--- src/rtl/synth_ctrl_pkg.sv ---
package synth_ctrl_pkg;

    // ------------
    // register offsets
    // ------------
    localparam logic [6:0] BLOCK_STANDBY_ADDR            = 7'h00;
    localparam logic [6:0] OSCILLATOR_BIAS_SELECT_ADDR   = 7'h01;
    localparam logic [6:0] LO_REF_DIVIDER_HIGH_ADDR      = 7'h08;
    localparam logic [6:0] LO_REF_DIVIDER_LOW_ADDR       = 7'h09;
    localparam logic [6:0] LO_SWALLOW_AND_MAIN_HIGH_ADDR = 7'h0a;
    localparam logic [6:0] LO_MAIN_COUNT_LOW_ADDR        = 7'h0b;
    localparam logic [6:0] LO_PUMP_CONTROL_ADDR          = 7'h0c;
    localparam logic [6:0] LO_FASTACQ_DIVISOR_HIGH_ADDR  = 7'h0d;
    localparam logic [6:0] LO_FASTACQ_DIVISOR_LOW_ADDR   = 7'h0e;
    localparam logic [6:0] CLK_REF_DIVIDER_HIGH_ADDR     = 7'h10;
    localparam logic [6:0] CLK_REF_DIVIDER_LOW_ADDR      = 7'h11;
    localparam logic [6:0] CLK_FEEDBACK_DIVIDER_HIGH_ADDR = 7'h12;
    localparam logic [6:0] CLK_FEEDBACK_DIVIDER_LOW_ADDR = 7'h13;
    localparam logic [6:0] CLK_PUMP_CONTROL_ADDR         = 7'h14;
    localparam logic [6:0] CLK_FASTACQ_DIVISOR_HIGH_ADDR = 7'h15;
    localparam logic [6:0] CLK_FASTACQ_DIVISOR_LOW_ADDR  = 7'h16;

    // ------------
    // reset values
    // ------------
    localparam logic [7:0]  BLOCK_STANDBY_RST   = 8'hff;
    localparam logic [1:0]  OSC_BIAS_RST        = 2'h0;
    localparam logic [13:0] REF_DIVIDER_RST     = 14'h0038;
    localparam logic [2:0]  LO_SWALLOW_RST      = 3'h5;
    localparam logic [12:0] LO_MAIN_RST         = 13'h001d;
    localparam logic [7:0]  PUMP_CONTROL_RST    = 8'h00;
    localparam logic [13:0] FASTACQ_DIVISOR_RST = 14'h0004;
    localparam logic [12:0] CLK_FEEDBACK_RST    = 13'h003c;

    // ------------
    // field positions
    // ------------
    localparam int SB_LO_BIT         = 6;
    localparam int SB_OSC_BIT        = 5;
    localparam int SB_CK_BIT         = 4;
    localparam int OSC_BIAS_LSB      = 2;
    localparam int SWALLOW_LSB       = 5;
    localparam int PUMP_FA_EN_BIT    = 6;
    localparam int PUMP_INVERT_BIT   = 5;
    localparam int PUMP_CODE_LSB     = 2;
    localparam int PUMP_TEST_LSB     = 0;

    // ------------
    // widths, serial frame and pump limits
    // ------------
    localparam int REF_W        = 14;
    localparam int FB_W         = 13;
    localparam int FRAME_W      = 16;
    localparam int ADDR_MSB     = 14;
    localparam int ADDR_LSB     = 8;
    localparam int UNITS_W      = 4;
    localparam logic [3:0] MAX_UNITS  = 4'h8;
    localparam logic [3:0] FA_FLOOR   = 4'h2;
    localparam real PUMP_STEP_MA      = 0.625;

    // ------------
    // carriers
    // ------------
    typedef struct packed {
        logic               up;
        logic               dn;
        logic               drive_en;
        logic [UNITS_W-1:0] units;
    } pump_drive_t;

    typedef struct packed {
        logic             fast_acq_enable;
        logic             phase_invert;
        logic [2:0]       current_code;
        logic [1:0]       test_select;
    } pump_ctl_t;

    typedef enum logic [1:0] {
        SPI_IDLE,
        SPI_HEAD,
        SPI_WDATA,
        SPI_RDATA
    } spi_state_t;

endpackage

--- src/rtl/fast_acq_chan.sv ---
`timescale 1ns/1ns
module fast_acq_chan
    import synth_ctrl_pkg::*;
#(
    parameter int DIV_W = REF_W
) (
    // clock and reset
    input  wire logic             sys_clk_in,
    input  wire logic             rst_b_in,
    // synchronised comparator pulses
    input  wire logic             up_in,
    input  wire logic             dn_in,
    // settings
    input  wire logic [DIV_W-1:0] divisor_in,
    input  wire pump_ctl_t        ctl_in,
    input  wire logic             standby_in,
    // pump drive
    output pump_drive_t           pump_out
);

    if (DIV_W < 2 || DIV_W > 16) begin : g_chk
        $error("fast_acq_chan: DIV_W out of range");
    end

    // ------------------------------------------------------------
    // pulse width in whole T periods
    // ------------------------------------------------------------
    logic [DIV_W-1:0]   cyc_ff;
    logic [2:0]         per_ff;
    logic [UNITS_W-1:0] mult_ff;
    logic               prev_ff;
    pump_drive_t        pump_ff;

    wire               pulse     = up_in | dn_in;
    wire [DIV_W-1:0]   div_eff   = (divisor_in == '0) ? DIV_W'(1) : divisor_in;
    wire               tick      = pulse && (cyc_ff == div_eff - DIV_W'(1));
    wire               pulse_end = prev_ff && !pulse;
    wire [DIV_W-1:0]   nxt_cyc   = (!pulse || tick) ? '0 : cyc_ff + DIV_W'(1);
    wire [2:0]         nxt_per   = !pulse ? 3'h0 :
                                   (tick && per_ff != 3'h7) ? per_ff + 3'h1 : per_ff;
    wire [UNITS_W-1:0] nxt_mult  = pulse_end ? UNITS_W'(per_ff) + UNITS_W'(1) : mult_ff;

    // ------------------------------------------------------------
    // instantaneous current units
    // ------------------------------------------------------------
    wire [UNITS_W-1:0] nominal  = UNITS_W'(ctl_in.current_code) + UNITS_W'(1);
    wire [UNITS_W-1:0] floor_u  = (ctl_in.current_code == 3'h0) ? FA_FLOOR : nominal;
    wire [UNITS_W-1:0] boosted  = (mult_ff > floor_u) ? mult_ff : floor_u;
    wire [UNITS_W-1:0] units    = ctl_in.fast_acq_enable ? boosted : nominal;
    wire               up_sel   = ctl_in.phase_invert ? dn_in : up_in;
    wire               dn_sel   = ctl_in.phase_invert ? up_in : dn_in;

    pump_drive_t nxt_pump;
    assign nxt_pump.up       = !standby_in && up_sel;
    assign nxt_pump.dn       = !standby_in && dn_sel;
    assign nxt_pump.drive_en = !standby_in;
    assign nxt_pump.units    = units;

    always_ff @(posedge sys_clk_in) begin
        if (!rst_b_in) begin
            cyc_ff  <= '0;
            per_ff  <= 3'h0;
            mult_ff <= UNITS_W'(1);
            prev_ff <= 1'b0;
            pump_ff <= '0;
        end else begin
            cyc_ff  <= nxt_cyc;
            per_ff  <= nxt_per;
            mult_ff <= nxt_mult;
            prev_ff <= pulse;
            pump_ff <= nxt_pump;
        end
    end

    assign pump_out = pump_ff;

endmodule

--- src/rtl/synth_charge_pump_ctrl.sv ---
`timescale 1ns/1ns
//
// Function
// - fast-acquire divisor divides reference into T
// - pulse over kT gives k+1 current steps, at most eight
// - boost applies only above nominal current
// - code zero with boost floors at twice
// - larger divisor lengthens T, less boost
// - clock synth: 14-bit reference, 13-bit feedback
// - clock pump current is (code+1) steps
// - clock fast acquire has own divisor
// - clock fast-acquire enable turns on boosting
// - clock synth standby disables on-chip synth
// - two-bit oscillator bias, four settings
// - LO pump current is (code+1) steps
// - LO fast-acquire enable turns on boosting
// - standby bits reset set, zero powers up
module synth_charge_pump_ctrl
    import synth_ctrl_pkg::*;
(
    // clock and reset
    input  wire logic          sys_clk_in,
    input  wire logic          rst_b_in,
    // serial control port
    input  wire logic          spi_sclk_in,
    input  wire logic          spi_cs_b_in,
    input  wire logic          spi_sdi_in,
    output logic               spi_sdo_out,
    output logic               spi_sdo_oe_out,
    // phase comparator pulses
    input  wire logic          lo_pfd_up_in,
    input  wire logic          lo_pfd_dn_in,
    input  wire logic          clk_pfd_up_in,
    input  wire logic          clk_pfd_dn_in,
    // pump drives
    output pump_drive_t        lo_pump_out,
    output pump_drive_t        clk_pump_out,
    // divided references
    output logic               lo_ref_tick_out,
    output logic               clk_ref_tick_out,
    // divider settings to the loops
    output logic [REF_W-1:0]   lo_ref_divider_out,
    output logic [2:0]         lo_swallow_count_out,
    output logic [FB_W-1:0]    lo_main_count_out,
    output logic [REF_W-1:0]   clk_ref_divider_out,
    output logic [FB_W-1:0]    clk_feedback_divider_out,
    output logic [1:0]         lo_test_select_out,
    output logic [1:0]         clk_test_select_out,
    // standby and bias
    output logic [7:0]         block_standby_out,
    output logic [1:0]         oscillator_bias_select_out
);

    // ------------------------------------------------------------
    // input synchronisers
    // ------------------------------------------------------------
    localparam int NSYNC = 7;
    wire  [NSYNC-1:0] raw_in = {spi_sclk_in, spi_cs_b_in, spi_sdi_in,
                                lo_pfd_up_in, lo_pfd_dn_in, clk_pfd_up_in, clk_pfd_dn_in};
    logic [NSYNC-1:0] meta_ff;
    logic [NSYNC-1:0] sync_ff;

    for (genvar i = 0; i < NSYNC; i++) begin : g_sync
        always_ff @(posedge sys_clk_in) begin
            if (!rst_b_in) begin
                meta_ff[i] <= (i == 5);
                sync_ff[i] <= (i == 5);
            end else begin
                meta_ff[i] <= raw_in[i];
                sync_ff[i] <= meta_ff[i];
            end
        end
    end

    wire sclk_s   = sync_ff[6];
    wire cs_b_s   = sync_ff[5];
    wire sdi_s    = sync_ff[4];
    wire lo_up_s  = sync_ff[3];
    wire lo_dn_s  = sync_ff[2];
    wire ck_up_s  = sync_ff[1];
    wire ck_dn_s  = sync_ff[0];

    // ------------------------------------------------------------
    // serial frame: r/w, 7-bit address, 8-bit data, msb first
    // ------------------------------------------------------------
    spi_state_t   state_ff;
    logic         sclk_d_ff;
    logic [4:0]   bitcnt_ff;
    logic [14:0]  shift_ff;
    logic [7:0]   rd_sh_ff;
    logic         sdo_ff;
    logic         sdo_oe_ff;

    wire        rise      = sclk_s && !sclk_d_ff;
    wire        fall      = !sclk_s && sclk_d_ff;
    wire [15:0] frame     = {shift_ff, sdi_s};
    wire        head_done = rise && (bitcnt_ff == 5'd7);
    wire        data_done = rise && (bitcnt_ff == 5'(FRAME_W - 1));
    wire        is_read   = shift_ff[6];
    wire        wr_stb    = (state_ff == SPI_WDATA) && data_done && !cs_b_s;
    wire [6:0]  wr_addr   = frame[ADDR_MSB:ADDR_LSB];
    wire [7:0]  wr_data   = frame[7:0];
    wire [6:0]  rd_addr   = frame[6:0];

    spi_state_t nxt_state;
    always_comb begin
        nxt_state = state_ff;
        case (state_ff)
            SPI_IDLE:  nxt_state = cs_b_s ? SPI_IDLE : SPI_HEAD;
            SPI_HEAD:  nxt_state = !head_done ? SPI_HEAD : (is_read ? SPI_RDATA : SPI_WDATA);
            SPI_WDATA: nxt_state = data_done ? SPI_IDLE : SPI_WDATA;
            SPI_RDATA: nxt_state = data_done ? SPI_IDLE : SPI_RDATA;
            default:   nxt_state = SPI_IDLE;
        endcase
        if (cs_b_s) begin
            nxt_state = SPI_IDLE;
        end
    end

    wire [4:0]  nxt_bitcnt = (cs_b_s || state_ff == SPI_IDLE) ? 5'd0 :
                             rise ? bitcnt_ff + 5'd1 : bitcnt_ff;
    wire [14:0] nxt_shift  = rise ? frame[14:0] : shift_ff;

    // ------------------------------------------------------------
    // register file
    // ------------------------------------------------------------
    logic [7:0]       block_standby_ff;
    logic [1:0]       bias_ff;
    logic [REF_W-1:0] lo_r_ff;
    logic [2:0]       lo_a_ff;
    logic [FB_W-1:0]  lo_b_ff;
    logic [7:0]       lo_ctl_ff;
    logic [REF_W-1:0] lo_fa_ff;
    logic [REF_W-1:0] ck_r_ff;
    logic [FB_W-1:0]  ck_n_ff;
    logic [7:0]       ck_ctl_ff;
    logic [REF_W-1:0] ck_fa_ff;

    wire wr_block_standby   = wr_stb && wr_addr == BLOCK_STANDBY_ADDR;
    wire wr_bias   = wr_stb && wr_addr == OSCILLATOR_BIAS_SELECT_ADDR;
    wire wr_lo_rh  = wr_stb && wr_addr == LO_REF_DIVIDER_HIGH_ADDR;
    wire wr_lo_rl  = wr_stb && wr_addr == LO_REF_DIVIDER_LOW_ADDR;
    wire wr_lo_ab  = wr_stb && wr_addr == LO_SWALLOW_AND_MAIN_HIGH_ADDR;
    wire wr_lo_bl  = wr_stb && wr_addr == LO_MAIN_COUNT_LOW_ADDR;
    wire wr_lo_ctl = wr_stb && wr_addr == LO_PUMP_CONTROL_ADDR;
    wire wr_lo_fh  = wr_stb && wr_addr == LO_FASTACQ_DIVISOR_HIGH_ADDR;
    wire wr_lo_fl  = wr_stb && wr_addr == LO_FASTACQ_DIVISOR_LOW_ADDR;
    wire wr_ck_rh  = wr_stb && wr_addr == CLK_REF_DIVIDER_HIGH_ADDR;
    wire wr_ck_rl  = wr_stb && wr_addr == CLK_REF_DIVIDER_LOW_ADDR;
    wire wr_ck_nh  = wr_stb && wr_addr == CLK_FEEDBACK_DIVIDER_HIGH_ADDR;
    wire wr_ck_nl  = wr_stb && wr_addr == CLK_FEEDBACK_DIVIDER_LOW_ADDR;
    wire wr_ck_ctl = wr_stb && wr_addr == CLK_PUMP_CONTROL_ADDR;
    wire wr_ck_fh  = wr_stb && wr_addr == CLK_FASTACQ_DIVISOR_HIGH_ADDR;
    wire wr_ck_fl  = wr_stb && wr_addr == CLK_FASTACQ_DIVISOR_LOW_ADDR;

    always_ff @(posedge sys_clk_in) begin
        if (!rst_b_in) begin
            block_standby_ff   <= BLOCK_STANDBY_RST;
            bias_ff   <= OSC_BIAS_RST;
            lo_r_ff   <= REF_DIVIDER_RST;
            lo_a_ff   <= LO_SWALLOW_RST;
            lo_b_ff   <= LO_MAIN_RST;
            lo_ctl_ff <= PUMP_CONTROL_RST;
            lo_fa_ff  <= FASTACQ_DIVISOR_RST;
            ck_r_ff   <= REF_DIVIDER_RST;
            ck_n_ff   <= CLK_FEEDBACK_RST;
            ck_ctl_ff <= PUMP_CONTROL_RST;
            ck_fa_ff  <= FASTACQ_DIVISOR_RST;
        end else begin
            if (wr_block_standby)   block_standby_ff <= wr_data;
            if (wr_bias)   bias_ff <= wr_data[OSC_BIAS_LSB +: 2];
            if (wr_lo_rh)  lo_r_ff[13:8] <= wr_data[5:0];
            if (wr_lo_rl)  lo_r_ff[7:0] <= wr_data;
            if (wr_lo_ab)  lo_a_ff <= wr_data[SWALLOW_LSB +: 3];
            if (wr_lo_ab)  lo_b_ff[12:8] <= wr_data[4:0];
            if (wr_lo_bl)  lo_b_ff[7:0] <= wr_data;
            if (wr_lo_ctl) lo_ctl_ff <= {1'b0, wr_data[6:0]};
            if (wr_lo_fh)  lo_fa_ff[13:8] <= {2'h0, wr_data[3:0]};
            if (wr_lo_fl)  lo_fa_ff[7:0] <= wr_data;
            if (wr_ck_rh)  ck_r_ff[13:8] <= wr_data[5:0];
            if (wr_ck_rl)  ck_r_ff[7:0] <= wr_data;
            if (wr_ck_nh)  ck_n_ff[12:8] <= wr_data[4:0];
            if (wr_ck_nl)  ck_n_ff[7:0] <= wr_data;
            if (wr_ck_ctl) ck_ctl_ff <= {1'b0, wr_data[6:0]};
            if (wr_ck_fh)  ck_fa_ff[13:8] <= {2'h0, wr_data[3:0]};
            if (wr_ck_fl)  ck_fa_ff[7:0] <= wr_data;
        end
    end

    // ------------------------------------------------------------
    // read-back, unmapped reads as zero
    // ------------------------------------------------------------
    logic [7:0] rd_data;
    always_comb begin
        case (rd_addr)
            BLOCK_STANDBY_ADDR:             rd_data = block_standby_ff;
            OSCILLATOR_BIAS_SELECT_ADDR:    rd_data = {4'h0, bias_ff, 2'h0};
            LO_REF_DIVIDER_HIGH_ADDR:       rd_data = {2'h0, lo_r_ff[13:8]};
            LO_REF_DIVIDER_LOW_ADDR:        rd_data = lo_r_ff[7:0];
            LO_SWALLOW_AND_MAIN_HIGH_ADDR:  rd_data = {lo_a_ff, lo_b_ff[12:8]};
            LO_MAIN_COUNT_LOW_ADDR:         rd_data = lo_b_ff[7:0];
            LO_PUMP_CONTROL_ADDR:           rd_data = lo_ctl_ff;
            LO_FASTACQ_DIVISOR_HIGH_ADDR:   rd_data = {2'h0, lo_fa_ff[13:8]};
            LO_FASTACQ_DIVISOR_LOW_ADDR:    rd_data = lo_fa_ff[7:0];
            CLK_REF_DIVIDER_HIGH_ADDR:      rd_data = {2'h0, ck_r_ff[13:8]};
            CLK_REF_DIVIDER_LOW_ADDR:       rd_data = ck_r_ff[7:0];
            CLK_FEEDBACK_DIVIDER_HIGH_ADDR: rd_data = {3'h0, ck_n_ff[12:8]};
            CLK_FEEDBACK_DIVIDER_LOW_ADDR:  rd_data = ck_n_ff[7:0];
            CLK_PUMP_CONTROL_ADDR:          rd_data = ck_ctl_ff;
            CLK_FASTACQ_DIVISOR_HIGH_ADDR:  rd_data = {2'h0, ck_fa_ff[13:8]};
            CLK_FASTACQ_DIVISOR_LOW_ADDR:   rd_data = ck_fa_ff[7:0];
            default:                        rd_data = 8'h00;
        endcase
    end

    wire        load_rd   = head_done && is_read && state_ff == SPI_HEAD;
    wire [7:0]  nxt_rd_sh = load_rd ? rd_data :
                            (fall && state_ff == SPI_RDATA) ? {rd_sh_ff[6:0], 1'b0} : rd_sh_ff;
    wire        nxt_sdo   = (fall && state_ff == SPI_RDATA) ? rd_sh_ff[7] : sdo_ff;
    wire        nxt_oe    = (state_ff == SPI_RDATA) && !cs_b_s;

    always_ff @(posedge sys_clk_in) begin
        if (!rst_b_in) begin
            state_ff  <= SPI_IDLE;
            sclk_d_ff <= 1'b0;
            bitcnt_ff <= 5'd0;
            shift_ff  <= 15'h0000;
            rd_sh_ff  <= 8'h00;
            sdo_ff    <= 1'b0;
            sdo_oe_ff <= 1'b0;
        end else begin
            state_ff  <= nxt_state;
            sclk_d_ff <= sclk_s;
            bitcnt_ff <= nxt_bitcnt;
            shift_ff  <= nxt_shift;
            rd_sh_ff  <= nxt_rd_sh;
            sdo_ff    <= nxt_sdo;
            sdo_oe_ff <= nxt_oe;
        end
    end

    // ------------------------------------------------------------
    // reference dividers
    // ------------------------------------------------------------
    logic [REF_W-1:0] lo_rc_ff;
    logic [REF_W-1:0] ck_rc_ff;
    logic             lo_tick_ff;
    logic             ck_tick_ff;

    wire lo_wrap = lo_rc_ff >= lo_r_ff - REF_W'(1) || lo_r_ff == '0;
    wire ck_wrap = ck_rc_ff >= ck_r_ff - REF_W'(1) || ck_r_ff == '0;
    wire lo_off  = block_standby_ff[SB_LO_BIT];
    wire ck_off  = block_standby_ff[SB_CK_BIT];

    always_ff @(posedge sys_clk_in) begin
        if (!rst_b_in) begin
            lo_rc_ff   <= '0;
            ck_rc_ff   <= '0;
            lo_tick_ff <= 1'b0;
            ck_tick_ff <= 1'b0;
        end else begin
            lo_rc_ff   <= (lo_off || lo_wrap) ? '0 : lo_rc_ff + REF_W'(1);
            ck_rc_ff   <= (ck_off || ck_wrap) ? '0 : ck_rc_ff + REF_W'(1);
            lo_tick_ff <= !lo_off && lo_wrap;
            ck_tick_ff <= !ck_off && ck_wrap;
        end
    end

    // ------------------------------------------------------------
    // fast-acquire channels
    // ------------------------------------------------------------
    pump_ctl_t lo_ctl;
    pump_ctl_t ck_ctl;
    assign lo_ctl = {lo_ctl_ff[PUMP_FA_EN_BIT], lo_ctl_ff[PUMP_INVERT_BIT],
                     lo_ctl_ff[PUMP_CODE_LSB +: 3], lo_ctl_ff[PUMP_TEST_LSB +: 2]};
    assign ck_ctl = {ck_ctl_ff[PUMP_FA_EN_BIT], ck_ctl_ff[PUMP_INVERT_BIT],
                     ck_ctl_ff[PUMP_CODE_LSB +: 3], ck_ctl_ff[PUMP_TEST_LSB +: 2]};

    fast_acq_chan #(
        .DIV_W      (REF_W)
    ) u_lo_fa (
        .sys_clk_in (sys_clk_in),
        .rst_b_in   (rst_b_in),
        .up_in      (lo_up_s),
        .dn_in      (lo_dn_s),
        .divisor_in (lo_fa_ff),
        .ctl_in     (lo_ctl),
        .standby_in (lo_off),
        .pump_out   (lo_pump_out)
    );

    fast_acq_chan #(
        .DIV_W      (REF_W)
    ) u_ck_fa (
        .sys_clk_in (sys_clk_in),
        .rst_b_in   (rst_b_in),
        .up_in      (ck_up_s),
        .dn_in      (ck_dn_s),
        .divisor_in (ck_fa_ff),
        .ctl_in     (ck_ctl),
        .standby_in (ck_off),
        .pump_out   (clk_pump_out)
    );

    // ------------------------------------------------------------
    // outputs
    // ------------------------------------------------------------
    assign spi_sdo_out                = sdo_ff;
    assign spi_sdo_oe_out             = sdo_oe_ff;
    assign lo_ref_tick_out            = lo_tick_ff;
    assign clk_ref_tick_out           = ck_tick_ff;
    assign lo_ref_divider_out         = lo_r_ff;
    assign lo_swallow_count_out       = lo_a_ff;
    assign lo_main_count_out          = lo_b_ff;
    assign clk_ref_divider_out        = ck_r_ff;
    assign clk_feedback_divider_out   = ck_n_ff;
    assign lo_test_select_out         = lo_ctl_ff[PUMP_TEST_LSB +: 2];
    assign clk_test_select_out        = ck_ctl_ff[PUMP_TEST_LSB +: 2];
    assign block_standby_out          = block_standby_ff;
    assign oscillator_bias_select_out = bias_ff;

endmodule

--- config.mk ---
export PLATFORM = sky130hd
export DESIGN_NAME = synth_charge_pump_ctrl
export DESIGN_NICKNAME = d
export VERILOG_FILES = /design/src/rtl/synth_ctrl_pkg.sv /design/src/rtl/fast_acq_chan.sv /design/src/rtl/synth_charge_pump_ctrl.sv
export SDC_FILE = /design/constraint.sdc
export NUM_CORES = 1
export LEC_CHECK = 0
export ABC_CLOCK_PERIOD_IN_PS = 5050
export BUFFER_PORTS_ARGS = -buffer_cell sky130_fd_sc_hd__buf_2
export CAP_MARGIN = 40
export CORE_MARGIN = 4
export CORE_UTILIZATION = 65
export DETAILED_ROUTE_END_ITERATION = 10
export PLACE_DENSITY = 0.87
export SYNTH_ARGS = -nofsm -noshare
export SYNTH_HDL_FRONTEND = slang
export SYNTH_SLANG_ARGS = --single-unit
--- constraint.sdc ---
create_clock -name sys_clk_in -period 5.05 [get_ports sys_clk_in]
set_input_delay 0.7575 -clock sys_clk_in [delete_from_list [all_inputs] [get_ports sys_clk_in]]
set_output_delay 0.7575 -clock sys_clk_in [all_outputs]
set_load 0.01 [all_outputs]
==> results.py, run 1 <==
metrics = {
    "sta": {
        "drv_slew": 0,
        "fin_crit_sh_pct": 72.9,
        "finalClockSkew_ns": 0.0199,
        "min_period_ns": 3.68,
        "hold_violations": 0,
        "rsz0062_at_grt": "false",
        "slew_headroom_pct": 32.8,
        "setup_viol": 0,
        "finalSetupTns_ns": 0,
        "fmax_mhz": 271,
        "worst_pin_slew_ns": 1.01,
    },
    "outcome": {
        "status": "complete, no violations",
    },
    "die": {
        "num_rows": 50,
        "pin_count": 98,
        "dieArea_mm2": 0.0215,
        "initial_core_util_pct": 66.4,
        "die_w_um": 146,
        "die_h_um": 146,
        "core_area_mm2": 0.0188,
    },
    "cts": {
        "clock-sinks": 239,
        "cts_tree": "done",
        "insertion_delay_ns": 0.53,
        "cts-htree-levels": 1,
        "hold_buffers": 0,
        "root_buffer": "clkbuf_16",
        "cts.path.max_buffers": 3,
        "clkTransAtPathRegs_ns": 0.06,
        "cts_made_buffers": 25,
        "cts.repair.resized": 0,
        "post_cts_buffers": 0,
    },
    "placed_design": {
        "dp_cells": 1676,
        "finalWeightedCongestion": 1.00,
        "dp_hpwl_um": 23400,
        "port_buffers": 97,
    },
    "synth": {
        "synth_cells": 1415,
        "synth_seq_area_share_pct": 38.4,
        "synth.distinct_cells": 74,
        "ys_warn_count": 0,
        "synthArstFlopShare_pct": 0,
        "synth_edf_count": 0,
        "syn_nets": 1478,
        "ys_ff_latch": 239,
        "synthFlopType": "dfxtp_1",
        "syn_area_per_cell_um2": 8.81,
        "synthesis.area_mm2": 0.0125,
    },
    "setup_path": {
        "slowest_stage": "nor4_1",
        "critPathKind": "reg -> reg",
        "r2r-end": "ck_rc_ff[5]",
        "worst-path-stages": 14,
        "r2r_cells": 14,
        "cp_slowest_stage_delay_ns": 0.44,
        "crit_chain": "or3_1 -> nor3_1 -> nand2b_1 -> nor4_1 -> nand2_1 -> xor2_1 -> ha_1 -> a21o_1 -> a21o_1 -> a211o_1 -> a31oi_1 -> and2_1 -> a21bo_2 -> nor2_1",
        "rrSetupSlack_ns": 1.37,
        "path_buf_inv": 0,
        "worstPathRequired_ns": 5.50,
        "r2r-start": "clk_ref_divider_out[2]",
        "critPathMaxFanout": 13,
        "endpoint_kind": "register",
        "arrival_ns": 4.13,
        "cp_common_cell": "a21o_1",
        "path_delay_family": "simple AND/OR/NAND/NOR gates",
        "startpoint_type": "register",
    },
    "worst_hold_path": {
        "hold_class": "reg -> reg",
        "hold_end": "cs_b_s",
        "hold_path_depth": 1,
        "hp-start": "meta_ff[5]",
    },
    "layout": {
        "final_cell_count_no_fill": 1720,
        "drive_above_1_share_pct": 12.2,
        "synthToLayoutAreaGrowth_pct": 10.8,
        "num_antenna_cells": 0,
        "finalNetCount": 1534,
    },
    "global_routing": {
        "grt-ovfl-total": 0,
        "grt_max_degree": 67,
        "grt_pass1_wl_um": 53200,
        "antenna_found_initial": 0,
        "grt_pass1_vias": 10222,
        "grtUsageTotal_pct": 29.8,
    },
    "routing": {
        "first_pass_iters": 7,
        "drc": 0,
        "drt-initial-drc-count": 901,
        "wire_per_inst_um": 19.1,
        "ant_nets": 0,
        "vias_per_cell": 6.18,
        "wl_um": 32900,
        "vias": 10621,
    },
    "power": {
        "p_per_area_mw_per_mm2": 274,
        "leakage_uw": 0.00551,
        "ir_drop_mv": 0.208,
    },
    "run": {
        "maxCapViolCount": 0,
    },
}
how the worst max path moves through the flow:
stage	slack, ns	start	endpoint
after global placement	1.54	clk_ref_divider_out[2]	ck_rc_ff[12]
final	1.37	clk_ref_divider_out[2]	ck_rc_ff[5]
after floorplan	1.63	clk_ref_divider_out[2]	ck_rc_ff[10]
after global routing	1.09	clk_ref_divider_out[2]	ck_rc_ff[8]
after detailed placement	1.41	clk_ref_divider_out[2]	ck_rc_ff[5]
after CTS	1.39	clk_ref_divider_out[2]	ck_rc_ff[5]
registers in the layout, indices dropped and copies added (netlist names), 7 cells and up:
| signal | count |
|---|---|
| u_ck_fa.cyc_ff | 14 |
| ck_rc_ff | 14 |
| lo_main_count_out | 13 |
| clk_ref_divider_out | 14 |
| ck_ctl_ff | 7 |
| clk_feedback_divider_out | 13 |
| lo_fa_ff | 12 |
| ck_fa_ff | 12 |
| lo_ref_divider_out | 14 |
| block_standby_out | 8 |
| shift_ff | 14 |
| u_lo_fa.cyc_ff | 14 |
| u_ck_fa.pump_out | 7 |
| u_lo_fa.pump_out | 7 |
| meta_ff | 7 |
| rd_sh_ff | 8 |
| lo_ctl_ff | 7 |
| lo_rc_ff | 14 |
per-stage QoR:
step | utilization (%) | hold slack, ns | setup WS (ns) | area [µm²] | power (µW)
final | 73.5 | 0.412 | 1.37 | 13800 | 3780
after global routing | 73.5 | 0.413 | 1.09 | 13800 | 3880
after CTS | 73.5 | 0.406 | 1.39 | 13800 | 3800
after detailed placement | 69.2 | 0.393 | 1.41 | 13000 | 2020
after global placement | 69.1 | 0.391 | 1.54 | 13000 | 2020
after floorplan | - | 0.386 | 1.63 | 12500 | 2000
power breakdown:
group	switching, µW	internal, µW	leakage, µW
sequential	8.08	1890	0.00193
combinational	47.1	30.4	0.00319
clock	739	1060	0.000398
final cells by class:
cell class	instances	area (µm²)
clock buffer	36	737
clock inverter	6	62.6
tap	234	293
multi-input combinational	1058	7190
fill	1381	4960
sequential	239	4790
inverter	34	128
timing repair buffer	113	606
synthesized netlist by cell type, types with 23 or more instances:
master,number,share of area (%)
a21boi_0,27,1.6
a21oi_1,39,1.6
and2_1,28,1.4
clkbuf_1,63,1.9
dfxtp_1,239,38
ha_1,54,5.4
inv_1,34,1.0
mux2i_1,120,9.6
nand2_1,148,4.5
nand3_1,54,2.2
nand4_1,23,1.2
nor2_1,128,3.9
nor2b_1,86,4.3
o21ai_0,30,1.2
xnor2_1,50,3.5
xor2_1,50,3.5
per-layer routing:
| metal | wire length (µm) | part of all wire [%] | global-route usage, % | vias up |
|---|---|---|---|---|
| met5 | 0 | 0 | 0 | - |
| met4 | 1100 | 3.3 | 10.4 | 0 |
| met3 | 2680 | 8.1 | 5.09 | 103 |
| met2 | 14800 | 45 | 48.2 | 508 |
| met1 | 14300 | 44 | 40.3 | 4959 |
| li1 | - | - | - | 5051 |
logic make-up after synthesis:
logic type	after synthesis	share of synthesized area [%]
and+or+nand+nor	572	23.3
AOI/OAI and AO/OA	204	11.3
buffers and inverters	118	3.92
adders and majority gates	54	5.42
DFF	239	38.4
muxes	127	10.5
xor gates and xnor gates	101	7.21
cells in the final DEF (no fill, tap or decap), types with 4 or more instances in the layout:
| cell | netlist | routed |
|---|---|---|
| nand2b_1 | 14 | 14 |
| nand3_1 | 54 | 54 |
| buf_4 | 7 | 16 |
| a221oi_1 | 11 | 11 |
| a21o_1 | 7 | 7 |
| inv_1 | 34 | 34 |
| a21boi_0 | 27 | 27 |
| clkbuf_16 | 0 | 25 |
| dfxtp_1 | 239 | 237 |
| and2_1 | 28 | 28 |
| mux2i_1 | 120 | 120 |
| o22ai_1 | 9 | 9 |
| a21oi_1 | 39 | 39 |
| nor2b_1 | 86 | 86 |
| clkbuf_1 | 63 | 4 |
| o221ai_1 | 4 | 4 |
| a211oi_1 | 13 | 13 |
| or3_1 | 9 | 9 |
| xnor2_1 | 50 | 50 |
| o211ai_1 | 9 | 9 |
| mux2_2 | 5 | 5 |
| clkbuf_8 | 0 | 7 |
| ha_1 | 54 | 54 |
| o21ai_0 | 30 | 30 |
| nor2_1 | 128 | 128 |
| a22oi_1 | 14 | 14 |
| and3_1 | 16 | 16 |
| xor2_1 | 50 | 50 |
| nor3_1 | 19 | 19 |
| buf_2 | 6 | 97 |
| o21a_1 | 10 | 10 |
| nand2_1 | 148 | 148 |
| nand4_1 | 23 | 23 |
| nand3b_1 | 4 | 4 |
| nor4_1 | 13 | 13 |
| a31oi_1 | 4 | 4 |
| or4_1 | 6 | 6 |
Note: power is estimated with default switching activity, not from simulation.
==> run 2: changes to the inputs <==
--- a/config.mk
+++ b/config.mk
@@ -5,13 +5,13 @@
 export SDC_FILE = /design/constraint.sdc
 export NUM_CORES = 1
 export LEC_CHECK = 0
-export ABC_CLOCK_PERIOD_IN_PS = 5050
+export ABC_CLOCK_PERIOD_IN_PS = 3490
 export BUFFER_PORTS_ARGS = -buffer_cell sky130_fd_sc_hd__buf_2
 export CAP_MARGIN = 40
 export CORE_MARGIN = 4
-export CORE_UTILIZATION = 65
+export CORE_UTILIZATION = 61
 export DETAILED_ROUTE_END_ITERATION = 10
-export PLACE_DENSITY = 0.87
+export PLACE_DENSITY = 0.83
 export SYNTH_ARGS = -nofsm -noshare
 export SYNTH_HDL_FRONTEND = slang
 export SYNTH_SLANG_ARGS = --single-unit
==> constraint.sdc (replaced) <==
create_clock -name sys_clk_in -period 3.49 [get_ports sys_clk_in]
set_input_delay 0.5235 -clock sys_clk_in [delete_from_list [all_inputs] [get_ports sys_clk_in]]
set_output_delay 0.5235 -clock sys_clk_in [all_outputs]
set_load 0.01 [all_outputs]
==> results.py, run 2 (same netlist as run 1, synthesis figures left out) <==
metrics = {
    "layout": {
        "layout_commonest_cell": "dfxtp_1",
        "finalNetCount": 1557,
        "synthToLayoutAreaGrowth_pct": 14.0,
        "final_cell_mix": "dfxtp_1, nand2_1, nor2_1, mux2i_1, buf_2",
        "final_cell_count_no_fill": 1782,
        "fin_util_pct": 70.4,
        "num_antenna_cells": 0,
        "fill_cells": 1551,
        "drive_above_1_share_pct": 14.5,
    },
    "sta": {
        "setup_viol": 0,
        "worst_pin_slew_ns": 0.894,
        "fmax_mhz": 303,
        "hold_violations": 0,
        "finalClockSkew_ns": 0.00958,
        "drv_slew": 0,
        "fin_crit_sh_pct": 94.5,
        "slew_headroom_pct": 40.2,
        "min_period_ns": 3.30,
        "finalSetupTns_ns": 0,
        "rsz0062_at_grt": "false",
    },
    "die": {
        "dieArea_mm2": 0.0228,
        "die_w_um": 151,
        "pin_count": 98,
        "die_h_um": 151,
        "core_area_mm2": 0.0202,
        "num_rows": 52,
        "initial_core_util_pct": 61.8,
    },
    "power": {
        "p_int_uw": 4620,
        "p_per_area_mw_per_mm2": 409,
        "pwr-share-comb_pct": 1.9,
        "leakage_uw": 0.00570,
        "ir_drop_mv": 0.325,
        "power_switching_uw": 1200,
        "power_frac_seq_pct": 47.3,
        "clkPwrFrac_pct": 50.7,
        "switching_share_pct": 20.6,
    },
    "routing": {
        "wl_um": 33300,
        "drc": 0,
        "drt-initial-drc-count": 979,
        "first_pass_iters": 6,
        "ant_nets": 0,
        "vias": 10842,
        "wire_per_inst_um": 18.7,
        "vias_per_cell": 6.08,
    },
    "setup_path": {
        "startpoint_type": "register",
        "worstPathRequired_ns": 3.96,
        "critPathMaxFanout": 6,
        "cp_common_cell": "a21o_1",
        "slowest_stage": "or3_1",
        "critPathKind": "reg -> reg",
        "endpoint_kind": "register",
        "arrival_ns": 3.77,
        "cp_slowest_stage_delay_ns": 0.41,
        "crit_chain": "or3_1 -> nor3_2 -> nand2b_1 -> nor4_2 -> nand2_1 -> xor2_1 -> ha_1 -> a21o_1 -> a21o_1 -> a211o_1 -> a31oi_2 -> and2_4 -> a21bo_2 -> nor2_1",
    },
    "global_routing": {
        "grt_max_degree": 70,
        "antenna_found_initial": 0,
        "grt_pass1_vias": 10360,
        "grt-ovfl-total": 0,
        "grt_pass1_wl_um": 52500,
        "grtUsageTotal_pct": 28.2,
    },
    "cts": {
        "clkTransAtPathRegs_ns": 0.06,
        "insertion_delay_ns": 0.53,
        "cts-htree-levels": 1,
        "root_buffer": "clkbuf_16",
        "cts_made_buffers": 26,
        "cts.path.max_buffers": 3,
        "clock-sinks": 239,
        "cts_tree": "done",
        "hold_buffers": 0,
    },
    "worst_hold_path": {
        "hold_class": "in -> reg",
    },
    "run": {
        "maxCapViolCount": 0,
    },
    "placed_design": {
        "port_buffers": 97,
        "finalWeightedCongestion": 0.988,
        "dp_hpwl_um": 23500,
        "dp_cells": 1733,
    },
    "outcome": {
        "status": "complete, no violations",
    },
}
[run 2: changes by cell type in the layout (fill, tap and decap cells not counted), sizes merged]
cell    delta
a21bo      +1
buf       +20
bufinv     +3
clkbuf     +2
inv        -1
nand2      +1
[run 2: final cells by class]
class                           instances  area, µm²  area share (%)
Sequential cell                       239       4790            33.7
Inverter                               34        128           0.898
Clock inverter                          8        144            1.01
Timing Repair Buffer                  133        758            5.34
Tap cell                              270        338            2.38
Clock buffer                           38        777            5.47
Multi-Input combinational cell       1060       7280            51.2
[run 2: worst max-delay path: cells and delay by family (launching register included)]
kind | cells | cell delay, ns
adder cells (fa/ha/maj) | 1 | 0.30
XOR/XNOR | 1 | 0.16
AND/OR/NAND/NOR | 7 | 1.39
flip-flops | 1 | 0.31
AO/OA/AOI/OAI | 5 | 1.09
[run 2: per-layer routing]
metal	vias up	GRT usage, %	share of wire [%]
met5	-	0	0
met3	79	4.67	8.4
met4	0	9.97	3.3
met2	496	46.1	45
li1	5109	-	-
met1	5158	37.7	43
[run 2: final timing paths]
| check | startpoint | to | slack (ns) | depth (start not counted) |
|---|---|---|---|---|
| setup / recovery | clk_ref_divider_out[2] | ck_rc_ff[2] | 0.19 | 14 |
| hold / removal | spi_cs_b_in | meta_ff[5] | 0.19 | 2 |
| setup reg to reg | clk_ref_divider_out[2] | ck_rc_ff[2] | 0.19 | 14 |
| hold reg to reg | meta_ff[5] | cs_b_s | 0.41 | 1 |
[run 2: power groups by stage]
| stage | Combinational [µW] | Sequential (µW) | Clock (µW) |
|---|---|---|---|
| final | 113 | 2750 | 2950 |
| after global routing | 123 | 2750 | 3090 |
| after CTS | 111 | 2750 | 2970 |
| after detailed placement | 111 | 2810 | 0 |
| after global placement | 110 | 2810 | 0 |
| after floorplan | 85.0 | 2810 | 0 |
[run 2: what timing repair did]
item | CTS | global route
buffers inserted | 0 | 1
endpoints found under the setup margin | 1 | 42
cloned | 0 | 2
pin swaps | 0 | 1
resized for setup | 1 | 15
[run 2: metrics by stage]
| stage | power, µW | cell area (µm²) | hold slack [ns] | setup WS [ns] |
|---|---|---|---|---|
| floorplan | 2890 | 12500 | 0.386 | 0.0687 |
| global placement | 2920 | 13200 | 0.394 | 0.144 |
| detailed placement | 2920 | 13200 | 0.398 | 0.0329 |
| CTS | 5830 | 14100 | 0.177 | 0.0186 |
| global route | 5970 | 14200 | 0.196 | 0.00186 |
| finish | 5820 | 14200 | 0.190 | 0.192 |
